## src/pkg/rtc_trim_alarm_map.svh

```systemverilog
`ifndef RTC_TRIM_ALARM_MAP_SVH
`define RTC_TRIM_ALARM_MAP_SVH

// Register offsets on the internal register port
`define ADDR_ALARM_FIRST 5'h07
`define ADDR_ALARM_ONE_LAST 5'h0A
`define ADDR_ALARM_LAST 5'h0D
`define ADDR_CONTROL 5'h0E
`define ADDR_STATUS 5'h0F
`define ADDR_TWO_DAY_SECONDS_TRIM 5'h10
`define ADDR_EIGHT_SECOND_RATE_TRIM 5'h12

// Alarm register fields
`define ALARM_MASK_BIT 7
`define ALARM_DAYSEL_BIT 6

// Control register fields
`define CTRL_RATE_HI_BIT 4
`define CTRL_RATE_LO_BIT 3
`define CTRL_INTCTL_BIT 2
`define CTRL_ALARM_TWO_IRQ_ENABLE_BIT 1
`define CTRL_ALARM_ONE_IRQ_ENABLE_BIT 0
`define CTRL_RESERVED_MASK 8'hBF

// Status register fields
`define STAT_ALARM_TWO_FLAG_BIT 1
`define STAT_ALARM_ONE_FLAG_BIT 0

// Reset values
`define CONTROL_RESET 8'h38
`define ALARM_RESET 8'h00
`define TWO_DAY_TRIM_RESET 5'h00
`define RATE_TRIM_RESET 8'h00

// Time base: crystal edges per nominal second, half of it for the 1 Hz wave
`define PRESCALE_NOMINAL 16'h8000
`define PRESCALE_HALF 16'h4000

// Daily adjustment instant, BCD
`define ADJ_SECONDS 7'h30
`define MIDNIGHT_24H 7'h00
`define MIDNIGHT_12H 7'h52

`endif

```

## src/pkg/rtc_trim_alarm_pkg.sv

```systemverilog
package rtc_trim_alarm_pkg;

  typedef logic [7:0] byte_t;
  typedef logic [4:0] reg_addr_t;

  typedef struct packed {
    logic [2:0] osc_sync;
    logic osc_level;
    logic [15:0] div_cnt;
    logic [2:0] eighth;
    logic [4:0] day_trim;
    logic [7:0] rate_trim;
    logic [6:0][7:0] alarm;
    logic [7:0] ctrl;
    logic a1_flag;
    logic a2_flag;
    logic day_two;
    logic [3:0] skip_cnt;
    logic [3:0] extra_cnt;
    logic sec_tick;
    logic wave;
    logic combined_n;
    logic secondary_n;
    logic [7:0] rdata;
  } rtc_state_t;

endpackage : rtc_trim_alarm_pkg

```

## src/hdl/rtc_trim_alarm.sv

```systemverilog
// Notes on behaviour
// - Two-day trim keeps bits 4..0 only; upper three bits read zero.
// - Two-day correction alternates day-one and day-two amounts endlessly.
// - Code v two's complement; day one trunc(v/2), day two v minus that.
// - Daily correction applied once at 00:00:30, away from zero-second alarms.
// - Negative correction discards that many one-hertz ticks; time stands still.
// - Eight-second trim spreads its correction over eight seconds, sigma-delta style.
// - All eight bits of eight-second trim are a two's-complement step count.
// - Positive code shortens the second, negative code lengthens it.
// - Alarm one lives at 07h..0Ah, alarm two at 0Bh..0Dh.
// - Bit seven of each alarm register masks its field from comparison.
// - Day/date bit six picks weekday (1) or day of month (0).
// - An alarm match sets that alarm's flag.
// - Flag drives an interrupt output only while its enable is one.
// - Alarms are compared only on the once-per-second time update.
// - Alarm one masks select every second down to full date match.
// - Alarm two fires at zero seconds; masks add minutes, hours, day.
// - Interrupt control picks combined or secondary pin as the one shared alarm output.
// - Interrupt control one puts alarms on combined pin, zero puts square wave.
// - Alarm flags clear only by writing zero; writing one leaves them.
`timescale 1ns/1ps
`include "rtc_trim_alarm_map.svh"

module rtc_trim_alarm (
  input wire logic clk,
  input wire logic rst,
  input wire logic osc_32k,
  input wire logic reg_wr,
  input wire rtc_trim_alarm_pkg::reg_addr_t reg_addr,
  input wire rtc_trim_alarm_pkg::byte_t reg_wdata,
  output rtc_trim_alarm_pkg::byte_t reg_rdata,
  input wire logic time_update,
  input wire rtc_trim_alarm_pkg::byte_t time_seconds,
  input wire rtc_trim_alarm_pkg::byte_t time_minutes,
  input wire rtc_trim_alarm_pkg::byte_t time_hours,
  input wire rtc_trim_alarm_pkg::byte_t time_weekday,
  input wire rtc_trim_alarm_pkg::byte_t time_monthday,
  output logic sec_tick,
  output logic combined_wave_irq_pin_n,
  output logic secondary_irq_pin_n
);
  import rtc_trim_alarm_pkg::*;

  rtc_state_t st_reg;
  rtc_state_t st_next;

  // Working values of the next-state process
  logic osc_edge;
  logic base_tick;
  logic signed [11:0] trim_ext;
  logic signed [11:0] k_now;
  logic signed [11:0] k_after;
  logic signed [11:0] part_now;
  logic signed [11:0] part_after;
  logic signed [11:0] step_delta;
  logic [15:0] limit;
  logic signed [5:0] day_code;
  // Sum kept signed so the halving shift keeps the sign
  logic signed [5:0] day_sum;
  logic signed [5:0] day_half;
  logic signed [5:0] day_amt;
  logic [5:0] day_mag;
  logic at_adjust;
  logic a1_hit;
  logic a2_hit;
  logic [7:0] a1_day_ref;
  logic [7:0] a2_day_ref;
  logic wr_status;
  logic [2:0] alarm_idx;
  logic sq_src;
  logic a1_irq;
  logic a2_irq;

  always_comb begin
    st_next = st_reg;
    alarm_idx = 3'(reg_addr - `ADDR_ALARM_FIRST);

    // Crystal input: three-stage synchroniser, stage one read only by stage two
    // The crystal is not related to clk; a level counts only once stages two
    // and three agree, so a metastable sample never makes a double edge.
    st_next.osc_sync = {st_reg.osc_sync[1:0], osc_32k};
    osc_edge = 1'b0;
    if (st_reg.osc_sync[1] == st_reg.osc_sync[2] && st_reg.osc_sync[2] != st_reg.osc_level) begin
      st_next.osc_level = st_reg.osc_sync[2];
      osc_edge = st_reg.osc_sync[2];
    end

    // Rate trim works on whole crystal cycles, so no fractional phase is kept;
    // the error left after eight seconds is zero because the shares add up.
    // Twelve bits are enough: eight times the largest code still fits.
    // signed step count
    trim_ext = {{4{st_reg.rate_trim[7]}}, st_reg.rate_trim};
    // spread over eight seconds
    // Each step is one crystal cycle per eight seconds; the share of second i is
    // floor(t*(i+1)/8) - floor(t*i/8), so the eight shares always sum to t exactly.
    k_now = $signed({9'd0, st_reg.eighth});
    k_after = k_now + 12'sd1;
    part_now = 12'(trim_ext * k_now);
    part_after = 12'(trim_ext * k_after);
    step_delta = (part_after >>> 3) - (part_now >>> 3);
    limit = `PRESCALE_NOMINAL - {{4{step_delta[11]}}, step_delta};

    // Prescaler of crystal edges into the trimmed second
    // The limit follows the current eighth on every edge; a trim written
    // mid-second already acts on the second that is running.
    base_tick = 1'b0;
    if (osc_edge) begin
      if (st_reg.div_cnt >= limit - 16'h0001) begin
        st_next.div_cnt = 16'h0000;
        st_next.eighth = st_reg.eighth + 3'h1;
        base_tick = 1'b1;
      end else begin
        st_next.div_cnt = st_reg.div_cnt + 16'h0001;
      end
    end

    // Tick issue: skipped ticks are swallowed, extra ticks fill idle cycles
    // An extra tick never shares a cycle with a base tick, so the calendar
    // sees one pulse per cycle and carries each one normally.
    // Limitation: extra ticks come in back-to-back clk cycles, not seconds.
    st_next.sec_tick = 1'b0;
    if (base_tick) begin
      if (st_reg.skip_cnt != 4'h0) begin
        st_next.skip_cnt = st_reg.skip_cnt - 4'h1;
      end else begin
        st_next.sec_tick = 1'b1;
      end
    end else if (st_reg.extra_cnt != 4'h0) begin
      st_next.sec_tick = 1'b1;
      st_next.extra_cnt = st_reg.extra_cnt - 4'h1;
    end

    // trunc(v/2) then remainder
    // Adding one before the shift for negative codes turns the floor of the
    // arithmetic shift into a truncation toward zero.
    day_code = {st_reg.day_trim[4], st_reg.day_trim};
    day_sum = day_code + $signed({5'd0, st_reg.day_trim[4]});
    day_half = day_sum >>> 1;
    // Magnitude is at most eight, so four bits of count suffice
    day_amt = st_reg.day_two ? day_code - day_half : day_half;
    day_mag = day_amt[5] ? 6'(-day_amt) : day_amt;

    // once at 00:00:30
    // Both 24-hour and 12-hour midnight codes are accepted.
    // Pending ticks drain long before the next instant a day later.
    // Extra ticks move the seconds past 30 and skipped ticks bring no update,
    // so the instant is seen only once per day.
    at_adjust = time_update && time_seconds[6:0] == `ADJ_SECONDS && time_minutes[6:0] == 7'h00
      && (time_hours[6:0] == `MIDNIGHT_24H || time_hours[6:0] == `MIDNIGHT_12H);
    if (at_adjust) begin
      if (day_amt[5]) begin
        st_next.skip_cnt = day_mag[3:0];
      end else begin
        st_next.extra_cnt = day_mag[3:0];
      end
      st_next.day_two = ~st_reg.day_two;
    end

    // Only the low six bits of the day field take part; bit six is the selector
    // weekday or day of month
    a1_day_ref = st_reg.alarm[3][`ALARM_DAYSEL_BIT] ? time_weekday : time_monthday;
    a2_day_ref = st_reg.alarm[6][`ALARM_DAYSEL_BIT] ? time_weekday : time_monthday;

    a1_hit = (st_reg.alarm[0][`ALARM_MASK_BIT] || st_reg.alarm[0][6:0] == time_seconds[6:0])
      && (st_reg.alarm[1][`ALARM_MASK_BIT] || st_reg.alarm[1][6:0] == time_minutes[6:0])
      && (st_reg.alarm[2][`ALARM_MASK_BIT] || st_reg.alarm[2][6:0] == time_hours[6:0])
      && (st_reg.alarm[3][`ALARM_MASK_BIT] || st_reg.alarm[3][5:0] == a1_day_ref[5:0]);
    // Alarm two has no seconds register, so zero seconds is a fixed term
    // alarm two at zero seconds
    a2_hit = time_seconds[6:0] == 7'h00
      && (st_reg.alarm[4][`ALARM_MASK_BIT] || st_reg.alarm[4][6:0] == time_minutes[6:0])
      && (st_reg.alarm[5][`ALARM_MASK_BIT] || st_reg.alarm[5][6:0] == time_hours[6:0])
      && (st_reg.alarm[6][`ALARM_MASK_BIT] || st_reg.alarm[6][5:0] == a2_day_ref[5:0]);

    // Register writes
    // Unmapped offsets fall through every branch and leave the state alone.
    // Writes and reads may come back to back; a read sees a write one cycle on.
    wr_status = reg_wr && reg_addr == `ADDR_STATUS;
    if (reg_wr) begin
      if (reg_addr >= `ADDR_ALARM_FIRST && reg_addr <= `ADDR_ALARM_LAST) begin
        st_next.alarm[alarm_idx] = reg_wdata;
      end
      if (reg_addr == `ADDR_CONTROL) begin
        st_next.ctrl = reg_wdata & `CTRL_RESERVED_MASK;
      end
      if (reg_addr == `ADDR_TWO_DAY_SECONDS_TRIM) begin
        st_next.day_trim = reg_wdata[4:0];
      end
      if (reg_addr == `ADDR_EIGHT_SECOND_RATE_TRIM) begin
        st_next.rate_trim = reg_wdata;
      end
    end

    // Each flag bit clears on its own; a one in the other bit keeps that flag
    // flags clear only on zero
    if (wr_status && !reg_wdata[`STAT_ALARM_ONE_FLAG_BIT]) begin
      st_next.a1_flag = 1'b0;
    end
    if (wr_status && !reg_wdata[`STAT_ALARM_TWO_FLAG_BIT]) begin
      st_next.a2_flag = 1'b0;
    end
    // match sets flag
    // A match in the same cycle as a clearing write wins, so no event is lost.
    if (time_update && a1_hit) begin
      st_next.a1_flag = 1'b1;
    end
    if (time_update && a2_hit) begin
      st_next.a2_flag = 1'b1;
    end

    // Square wave source picked by the rate bits
    // The divided rates are only as even as the crystal edges; the trimmed
    // second stretches or shrinks the low half of the 1 Hz wave.
    case ({st_reg.ctrl[`CTRL_RATE_HI_BIT], st_reg.ctrl[`CTRL_RATE_LO_BIT]})
      2'b00: sq_src = st_reg.div_cnt < `PRESCALE_HALF;
      2'b01: sq_src = st_reg.div_cnt[2];
      2'b10: sq_src = st_reg.div_cnt[1];
      2'b11: sq_src = st_reg.osc_level;
      default: sq_src = 1'b0;
    endcase
    st_next.wave = sq_src;

    // Next flag value is used so the pin falls in the cycle after the match
    // enable gates each flag
    a1_irq = st_next.a1_flag && st_reg.ctrl[`CTRL_ALARM_ONE_IRQ_ENABLE_BIT];
    a2_irq = st_next.a2_flag && st_reg.ctrl[`CTRL_ALARM_TWO_IRQ_ENABLE_BIT];
    // Interrupt pins are active low and idle high
    // one shared alarm output, combined or secondary pin
    if (st_reg.ctrl[`CTRL_INTCTL_BIT]) begin
      st_next.combined_n = ~(a1_irq || a2_irq);
      st_next.secondary_n = 1'b1;
    end else begin
      st_next.combined_n = sq_src;
      st_next.secondary_n = ~(a1_irq || a2_irq);
    end

    // Read data, one cycle behind the address; unmapped offsets read zero
    // Registered read data keeps the bus output free of address glitches
    st_next.rdata = 8'h00;
    if (reg_addr >= `ADDR_ALARM_FIRST && reg_addr <= `ADDR_ALARM_LAST) begin
      st_next.rdata = st_reg.alarm[alarm_idx];
    end else begin
      case (reg_addr)
        `ADDR_CONTROL: st_next.rdata = st_reg.ctrl;
        `ADDR_STATUS: st_next.rdata = {6'd0, st_reg.a2_flag, st_reg.a1_flag};
        `ADDR_TWO_DAY_SECONDS_TRIM: st_next.rdata = {3'd0, st_reg.day_trim};
        `ADDR_EIGHT_SECOND_RATE_TRIM: st_next.rdata = st_reg.rate_trim;
        default: st_next.rdata = 8'h00;
      endcase
    end
  end

  // State register; reset loads constants only
  // Reset is synchronous, so the crystal synchroniser is cleared with the rest
  // and a crystal already high after reset gives one edge, which is harmless.
  always_ff @(posedge clk) begin
    if (rst) begin
      st_reg.osc_sync <= 3'h0;
      st_reg.osc_level <= 1'b0;
      st_reg.div_cnt <= 16'h0000;
      st_reg.eighth <= 3'h0;
      st_reg.day_trim <= `TWO_DAY_TRIM_RESET;
      st_reg.rate_trim <= `RATE_TRIM_RESET;
      st_reg.alarm <= {7{`ALARM_RESET}};
      st_reg.ctrl <= `CONTROL_RESET;
      st_reg.a1_flag <= 1'b0;
      st_reg.a2_flag <= 1'b0;
      st_reg.day_two <= 1'b0;
      st_reg.skip_cnt <= 4'h0;
      st_reg.extra_cnt <= 4'h0;
      st_reg.sec_tick <= 1'b0;
      st_reg.wave <= 1'b0;
      st_reg.combined_n <= 1'b1;
      st_reg.secondary_n <= 1'b1;
      st_reg.rdata <= 8'h00;
    end else begin
      st_reg <= st_next;
    end
  end

  // Outputs straight from the state register
  // Every output is a flip-flop, so no pin sees a combinational hazard
  assign reg_rdata = st_reg.rdata;
  assign sec_tick = st_reg.sec_tick;
  assign combined_wave_irq_pin_n = st_reg.combined_n;
  assign secondary_irq_pin_n = st_reg.secondary_n;

endmodule : rtc_trim_alarm

```

## config.mk

```make
export PLATFORM = sky130hd
export DESIGN_NAME = rtc_trim_alarm
export DESIGN_NICKNAME = d
export VERILOG_FILES = /design/src/pkg/rtc_trim_alarm_pkg.sv /design/src/hdl/rtc_trim_alarm.sv
export VERILOG_INCLUDE_DIRS = /design/src /design/src/pkg
export SDC_FILE = /design/constraint.sdc
export NUM_CORES = 1
export LEC_CHECK = 0
export ABC_CLOCK_PERIOD_IN_PS = 5800
export BUFFER_PORTS_ARGS = -buffer_cell sky130_fd_sc_hd__buf_2
export CORE_MARGIN = 2
export CORE_UTILIZATION = 56
export CTS_CLUSTER_DIAMETER = 200
export DETAILED_ROUTE_END_ITERATION = 10
export PLACE_DENSITY = 0.76
export SYNTH_ARGS = -nofsm -noshare
export SYNTH_HDL_FRONTEND = slang
export SYNTH_SLANG_ARGS = --single-unit
```

## constraint.sdc

```tcl
create_clock -name clk -period 5.8 [get_ports clk]
set_clock_uncertainty 0.1 [all_clocks]
set_input_delay 1.16 -clock clk [delete_from_list [all_inputs] [get_ports clk]]
set_output_delay 1.16 -clock clk [all_outputs]
set_load 0.05 [all_outputs]
```

Word level (Yosys, flattened, before mapping)
Cells that the tools add are included.
- flip-flop bits (word level): 121
- input bits: 58
- output and inout port bits: 11
- logic and storage cells: 135
- add/subtract/negate cells: 12
- multipliers: 2
- magnitude comparators: 6
- equality and inequality tests: 18
- multiplexer cells: 30
- bitwise operators: 2
- reductions and logical operators: 42
- operators with widths (operator ; number):
    $bwmux 56 ; 1
    $eq 7x7->1 ; 5
    $mux 8 ; 4
    $pmux 8 s4 ; 1
    $bmux 8 s3 ; 1
    $demux 8 s3 ; 1
    $mux 4 ; 6
    $logic_not 7->1 ; 3
    $logic_and 1x1->1 ; 19
    $mux 6 ; 3
    $add 16x1->16 const B ; 1
    $ge 16x16->1 ; 1
    $lt 16x15->1 const B ; 1
    $mux 16 ; 1
    $sub 16x1->16 const B ; 1
    $sub 16x16->16 const A ; 1
    $eq 6x6->1 ; 2
    $mul 8x4->12 ; 1
    $mul 8x5->12 ; 1
    $eq 5x4->1 const B ; 2
    $eq 5x5->1 const B ; 2
    $reduce_and 2->1 ; 5
    $sub 9x9->10 ; 1
    $logic_or 1x1->1 ; 9
    26 further kinds ; 39

Longest topological paths before layout
- depth after elaboration: 11
- depth in mapped cells: 31
- gate-level depth less buffers: 29

Least setup slack after synthesis
No wires, ideal clock.
- path type: reg2reg
- from: reg st_reg (netlist bit k_now[0])
- to: reg st_reg[18] (netlist bit)
- library setup time: 0.091 ns
- arrival: 6.129 ns
- data required time: 5.609 ns
- path slack: -0.520 ns
- cell stages (with the launch flop): 29
- buffers on the path: 2
- clock period less this slack: 6.320 ns
- cells stage by stage: dfxtp_1 ha_1 xor2_1 and2_1 ha_1 fa_1 inv_1 fa_1 inv_1 ha_1 and2_1 o211ai_1 o211ai_1 xor2_1 ha_1 nand2_1 a21oi_1 o21ai_0 a31o_2 ha_1 a21o_1 a21o_1 a221oi_1 o21ai_0 a21oi_1 buf_2 buf_2 o21ai_0 a311oi_1
- word-level cells in the longest chain between the ends: 11
- elaborated cells between the ends (all ways): 12
- classes of those cells: add/sub: 4; mul: 2; order compare: 1; mux: 5
- ends and longest elaborated chain (what ; RTL line ; source):
    from (decl) ; rtc_trim_alarm.sv:44 ; rtc_state_t st_reg;
    from (signal assigned) ; rtc_trim_alarm.sv:277 ; st_reg <= st_next;
    $add 3x1->4 ; rtc_trim_alarm.sv:97 ; k_after = k_now + 12'sd1;
    $mul 8x5->12 ; rtc_trim_alarm.sv:99 ; part_after = 12'(trim_ext * k_after);
    $sub 9x9->10 (*) ; rtc_trim_alarm.sv:100 ; step_delta = (part_after >>> 3) - (part_now >>> 3);
    $sub 16x16->16 (no line) (*) ; - ;
    $sub 16x1->16 (*) ; rtc_trim_alarm.sv:108 ; if (st_reg.div_cnt >= limit - 16'h0001) begin
    $ge 16x16->1 (*) ; rtc_trim_alarm.sv:108 ;
    $mux 1 (*) ; rtc_trim_alarm.sv:108 ;
    $mux 1 (*) ; rtc_trim_alarm.sv:107 ; if (osc_edge) begin
    $mux 4 (*) ; rtc_trim_alarm.sv:122 ; if (base_tick) begin
    $mux 4 ; rtc_trim_alarm.sv:151 ; if (day_amt[5]) begin
    $mux 8 (*) ; rtc_trim_alarm.sv:150 ; if (at_adjust) begin
Mark *: on every way between the ends. The rest lies on a longest branch, timed or not.
A chain may end at the register's enable or synchronous reset.

Worst setup path in the final report
- from: reg st_reg (netlist bit k_now[1])
- to: reg st_reg[15] (netlist bit)
Same word-level chain as after synthesis.

==> metrics.csv <==
stage,metric,value,unit
clock_network,worst-skew pair later-pin latency,430,ps
worst_setup_path,crit path from,k_now[1],
sta,Worst-Margin Slew,1077,ps
grt,GRT Total Usage,27.60,%
final_layout,Syn-to-layout area delta,21.31,%
logic_synthesis,yosys warns,0,
logic_synthesis,Post-synth EDFFs,0,
grt,initial antenna violation count,0,
sta,post-route minimum period,6153,ps
routing,via count,8328,
sta,Max-slew headroom,28.22,%
final_layout,max reg flops,100,
worst_setup_path,R2R Setup Slk,-350,ps
final_layout,nets,1368,
final_layout,proportion of layout cells with a drive suffix above 1,22.13,%
final_layout,fillcell total,1225,
clock_network,TritonCTS Buffers,17,
routing,Post-Route WL,24.35,mm
sta,"Slew Viols, Final",0,
floorplan,row count,46,
grt,largest net degree at the start of global routing,101,
sta,unrepaired setup endpoints after global routing,true,
logic_synthesis,Mean Syn Cell Area,8.198,um2
logic_synthesis,Post-Syn Area,0.009158,mm2
logic_synthesis,Synth Instances,1117,
sta,fmax,162.5,MHz
routing,Routed Antenna Nets,0,
final_layout,Post-Layout Cell Count,1437,
clock_network,H-tree depth,4,
worst_setup_path,Worst setup SP type,register,
worst_setup_path,R2R Path Start,k_now[1],
clock_network,clock sinks,121,
power_and_ir_drop,cell leakage power,4.607,nW
worst_setup_path,crit path kind,reg2reg,
sta,setup TNS,-8197,ps
flow_run,Max Cap Viol,0,
floorplan,initial core utilization,57.44,%
routing,vias per inst,5.795,
worst_setup_path,critical path required time,6030,ps
sta,# setup viols final,28,
floorplan,Die Area,0.01739,mm2
grt,grt ovf,0,
logic_synthesis,sequential area share after synthesis,26.45,%
routing,drt drc,0,
floorplan,Core Region,0.01594,mm2
routing,Initial DRT Pass Iterations,6,
routing,Iteration-0 DRC Markers,550,
worst_setup_path,Slowest cell on crit path,fa_1,
clock_network,CTS tree,built,
routing,wire length per cell after detailed routing,16.95,um
worst_setup_path,CP Max Fanout,6,
logic_synthesis,Netlist cell types,63,
grt,first-pass GRT wire length,39.06,mm
sta,Final Hold Fails,0,
grt,vias in the first global route,7921,
worst_setup_path,max incr delay on CP,510,ps
worst_setup_path,CP arrival,6390,ps
place,Placer Congestion,0.9118,
logic_synthesis,Async SR Flop Fraction,0,%
run_status,violated checks,negative setup slack,
clock_network,"Reg clk slew, reported paths",70,ps
clock_network,Root Buffer,clkbuf_16,
worst_setup_path,cell depth of the worst flop-to-flop path,29,
place,DP Cell Count,1391,
run_status,status,finished with violations,
floorplan,chip height,131.9,um
clock_network,clock tree buffer depth,2,
final_layout,final core utilization,69.68,%
power_and_ir_drop,Pwr Density,194.6,mW/mm2
worst_setup_path,crit path to,st_reg[15],
floorplan,IO Count,69,
worst_hold_path,HP Class,reg2reg,
worst_setup_path,RR Endpoint,st_reg[15],
sta,period utilisation layout,106.1,%
worst_setup_path,crit path capture type,register,
logic_synthesis,Yosys reg bits,121,
sta,fin worst setup slack,-352.9,ps
place,Post-DP HPWL,17.37,mm
logic_synthesis,"Top FF cell, synth",dfxtp_1,
place,Port Buffer Count,61,
power_and_ir_drop,maximum VDD drop,273.6,uV
floorplan,die width,131.9,um
logic_synthesis,Syn Nets,1278,
-- critical path, delay by kind of cell (launching register included) --
kind | cells | cell delay (ps)
buffers and inverters | 4 | 390
XOR/XNOR | 3 | 650
flip-flops | 1 | 350
AND/OR/NAND/NOR | 1 | 190
adder cells (fa/ha/maj) | 7 | 2070
AO/OA/AOI/OAI | 14 | 2300
-- per-layer routing --
metal	vias to the layer above	global-route usage [%]	wire length, um
met5	-	0	0
met4	0	10.93	833
met3	62	5.152	1466
met2	316	47.54	11990
met1	3947	34.08	10060
li1	4003	-	-
-- cell usage in the layout (no fill, tap or decap), types with 8 or more instances in the layout --
cell type,count
clkbuf_16,18
nand3_1,38
ha_4,15
inv_1,85
nor2_1,81
a21o_1,15
o21ai_2,9
nand4_1,12
xor2_1,46
nand2_1,109
buf_2,60
xnor2_1,47
buf_6,9
nor4_1,8
buf_4,61
inv_2,9
dfxtp_1,118
nor2_2,8
a21oi_1,77
mux2i_1,49
a21oi_2,11
fa_1,25
ha_1,61
o21ai_0,45
and2_1,37
-- layout make-up --
type                       count  area [um2]  share of cell area, %
sequential                   121        2429                  21.86
multi-input combinational    841        6606                  59.47
timing repair buffer         131       879.6                  7.918
antenna                        1       2.502                0.02253
inverter                      95       356.6                  3.210
clock buffer                  20       478.0                  4.302
clock inverter                12       87.58                 0.7884
tap                          216       270.3                  2.433
-- logic make-up after synthesis --
| logic type | after synthesis | synth area share [%] |
|---|---|---|
| xor+xnor | 99 | 9.468 |
| buf+inv | 155 | 6.804 |
| mux | 56 | 6.832 |
| fa+ha+maj | 103 | 16.20 |
| flops | 121 | 26.45 |
| compound gates | 229 | 15.51 |
| simple gates | 354 | 18.73 |
-- synthesized netlist by cell type, types with 5 or more instances --
cell	count	share of area, %
mux4_2	5	1.2
clkbuf_1	39	1.6
dfxtp_1	121	26
buf_4	8	0.66
a221oi_1	9	0.86
nor4_1	8	0.55
a21o_1	15	1.2
mux2i_1	49	5.4
nand2_1	109	4.5
o21ai_0	56	3.1
a21oi_1	89	4.9
nand2b_1	6	0.41
or3_1	7	0.48
nor2b_1	7	0.48
a31oi_1	5	0.34
inv_1	93	3.8
a311oi_1	5	0.48
nand3_1	38	2.1
xor2_1	48	4.6
nor3_1	7	0.38
fa_1	26	5.7
nand4_1	12	0.82
a22oi_1	7	0.57
ha_1	77	11
xnor2_1	51	4.9
buf_2	9	0.49
and3_1	5	0.34
and2_1	43	2.9
o211ai_1	6	0.49
nor2_1	93	3.8
-- repair_timing --
action	4_1_cts	5_1_grt
pin swaps	72	56
setup endpoints to repair	28	28
cloned	2	0
buffers inserted	7	5
gates resized for setup	44	45
hold buffers	0	0
-- through the flow --
stage / cell area, um2 / setup WS, ps / power [mW] / hold WS [ps]
after floorplan: 9339 / 0.8264 / 1.062 / 313.8
after global placement: 10070 / -503.3 / 1.141 / 346.0
after detailed placement: 10070 / -611.9 / 1.147 / 346.9
after CTS: 10880 / -381.0 / 2.157 / 356.1
after global routing: 11110 / -655.8 / 2.233 / 374.4
final: 11110 / -352.9 / 2.162 / 355.5
-- worst min-delay path by stage --
stage / startpoint / endpoint / slack, ps / cells past startpoint
after floorplan: st_next[121] / st_next[122] / 310 / 1
after CTS: st_reg[30] / st_reg[30] / 360 / 2
final: st_reg[30] / st_reg[30] / 360 / 2
after global routing: st_next[121] / st_next[122] / 370 / 1
after detailed placement: st_reg[30] / st_reg[30] / 350 / 2
after global placement: st_reg[30] / st_reg[30] / 350 / 2
-- power by group --
| group | switching [mW] | internal (mW) | total, mW |
|---|---|---|---|
| Clock | 0.417 | 0.596 | 1.01 |
| Combinational | 0.170 | 0.108 | 0.278 |
| Sequential | 0.0181 | 0.852 | 0.870 |
(Power assumes the default switching activity.)
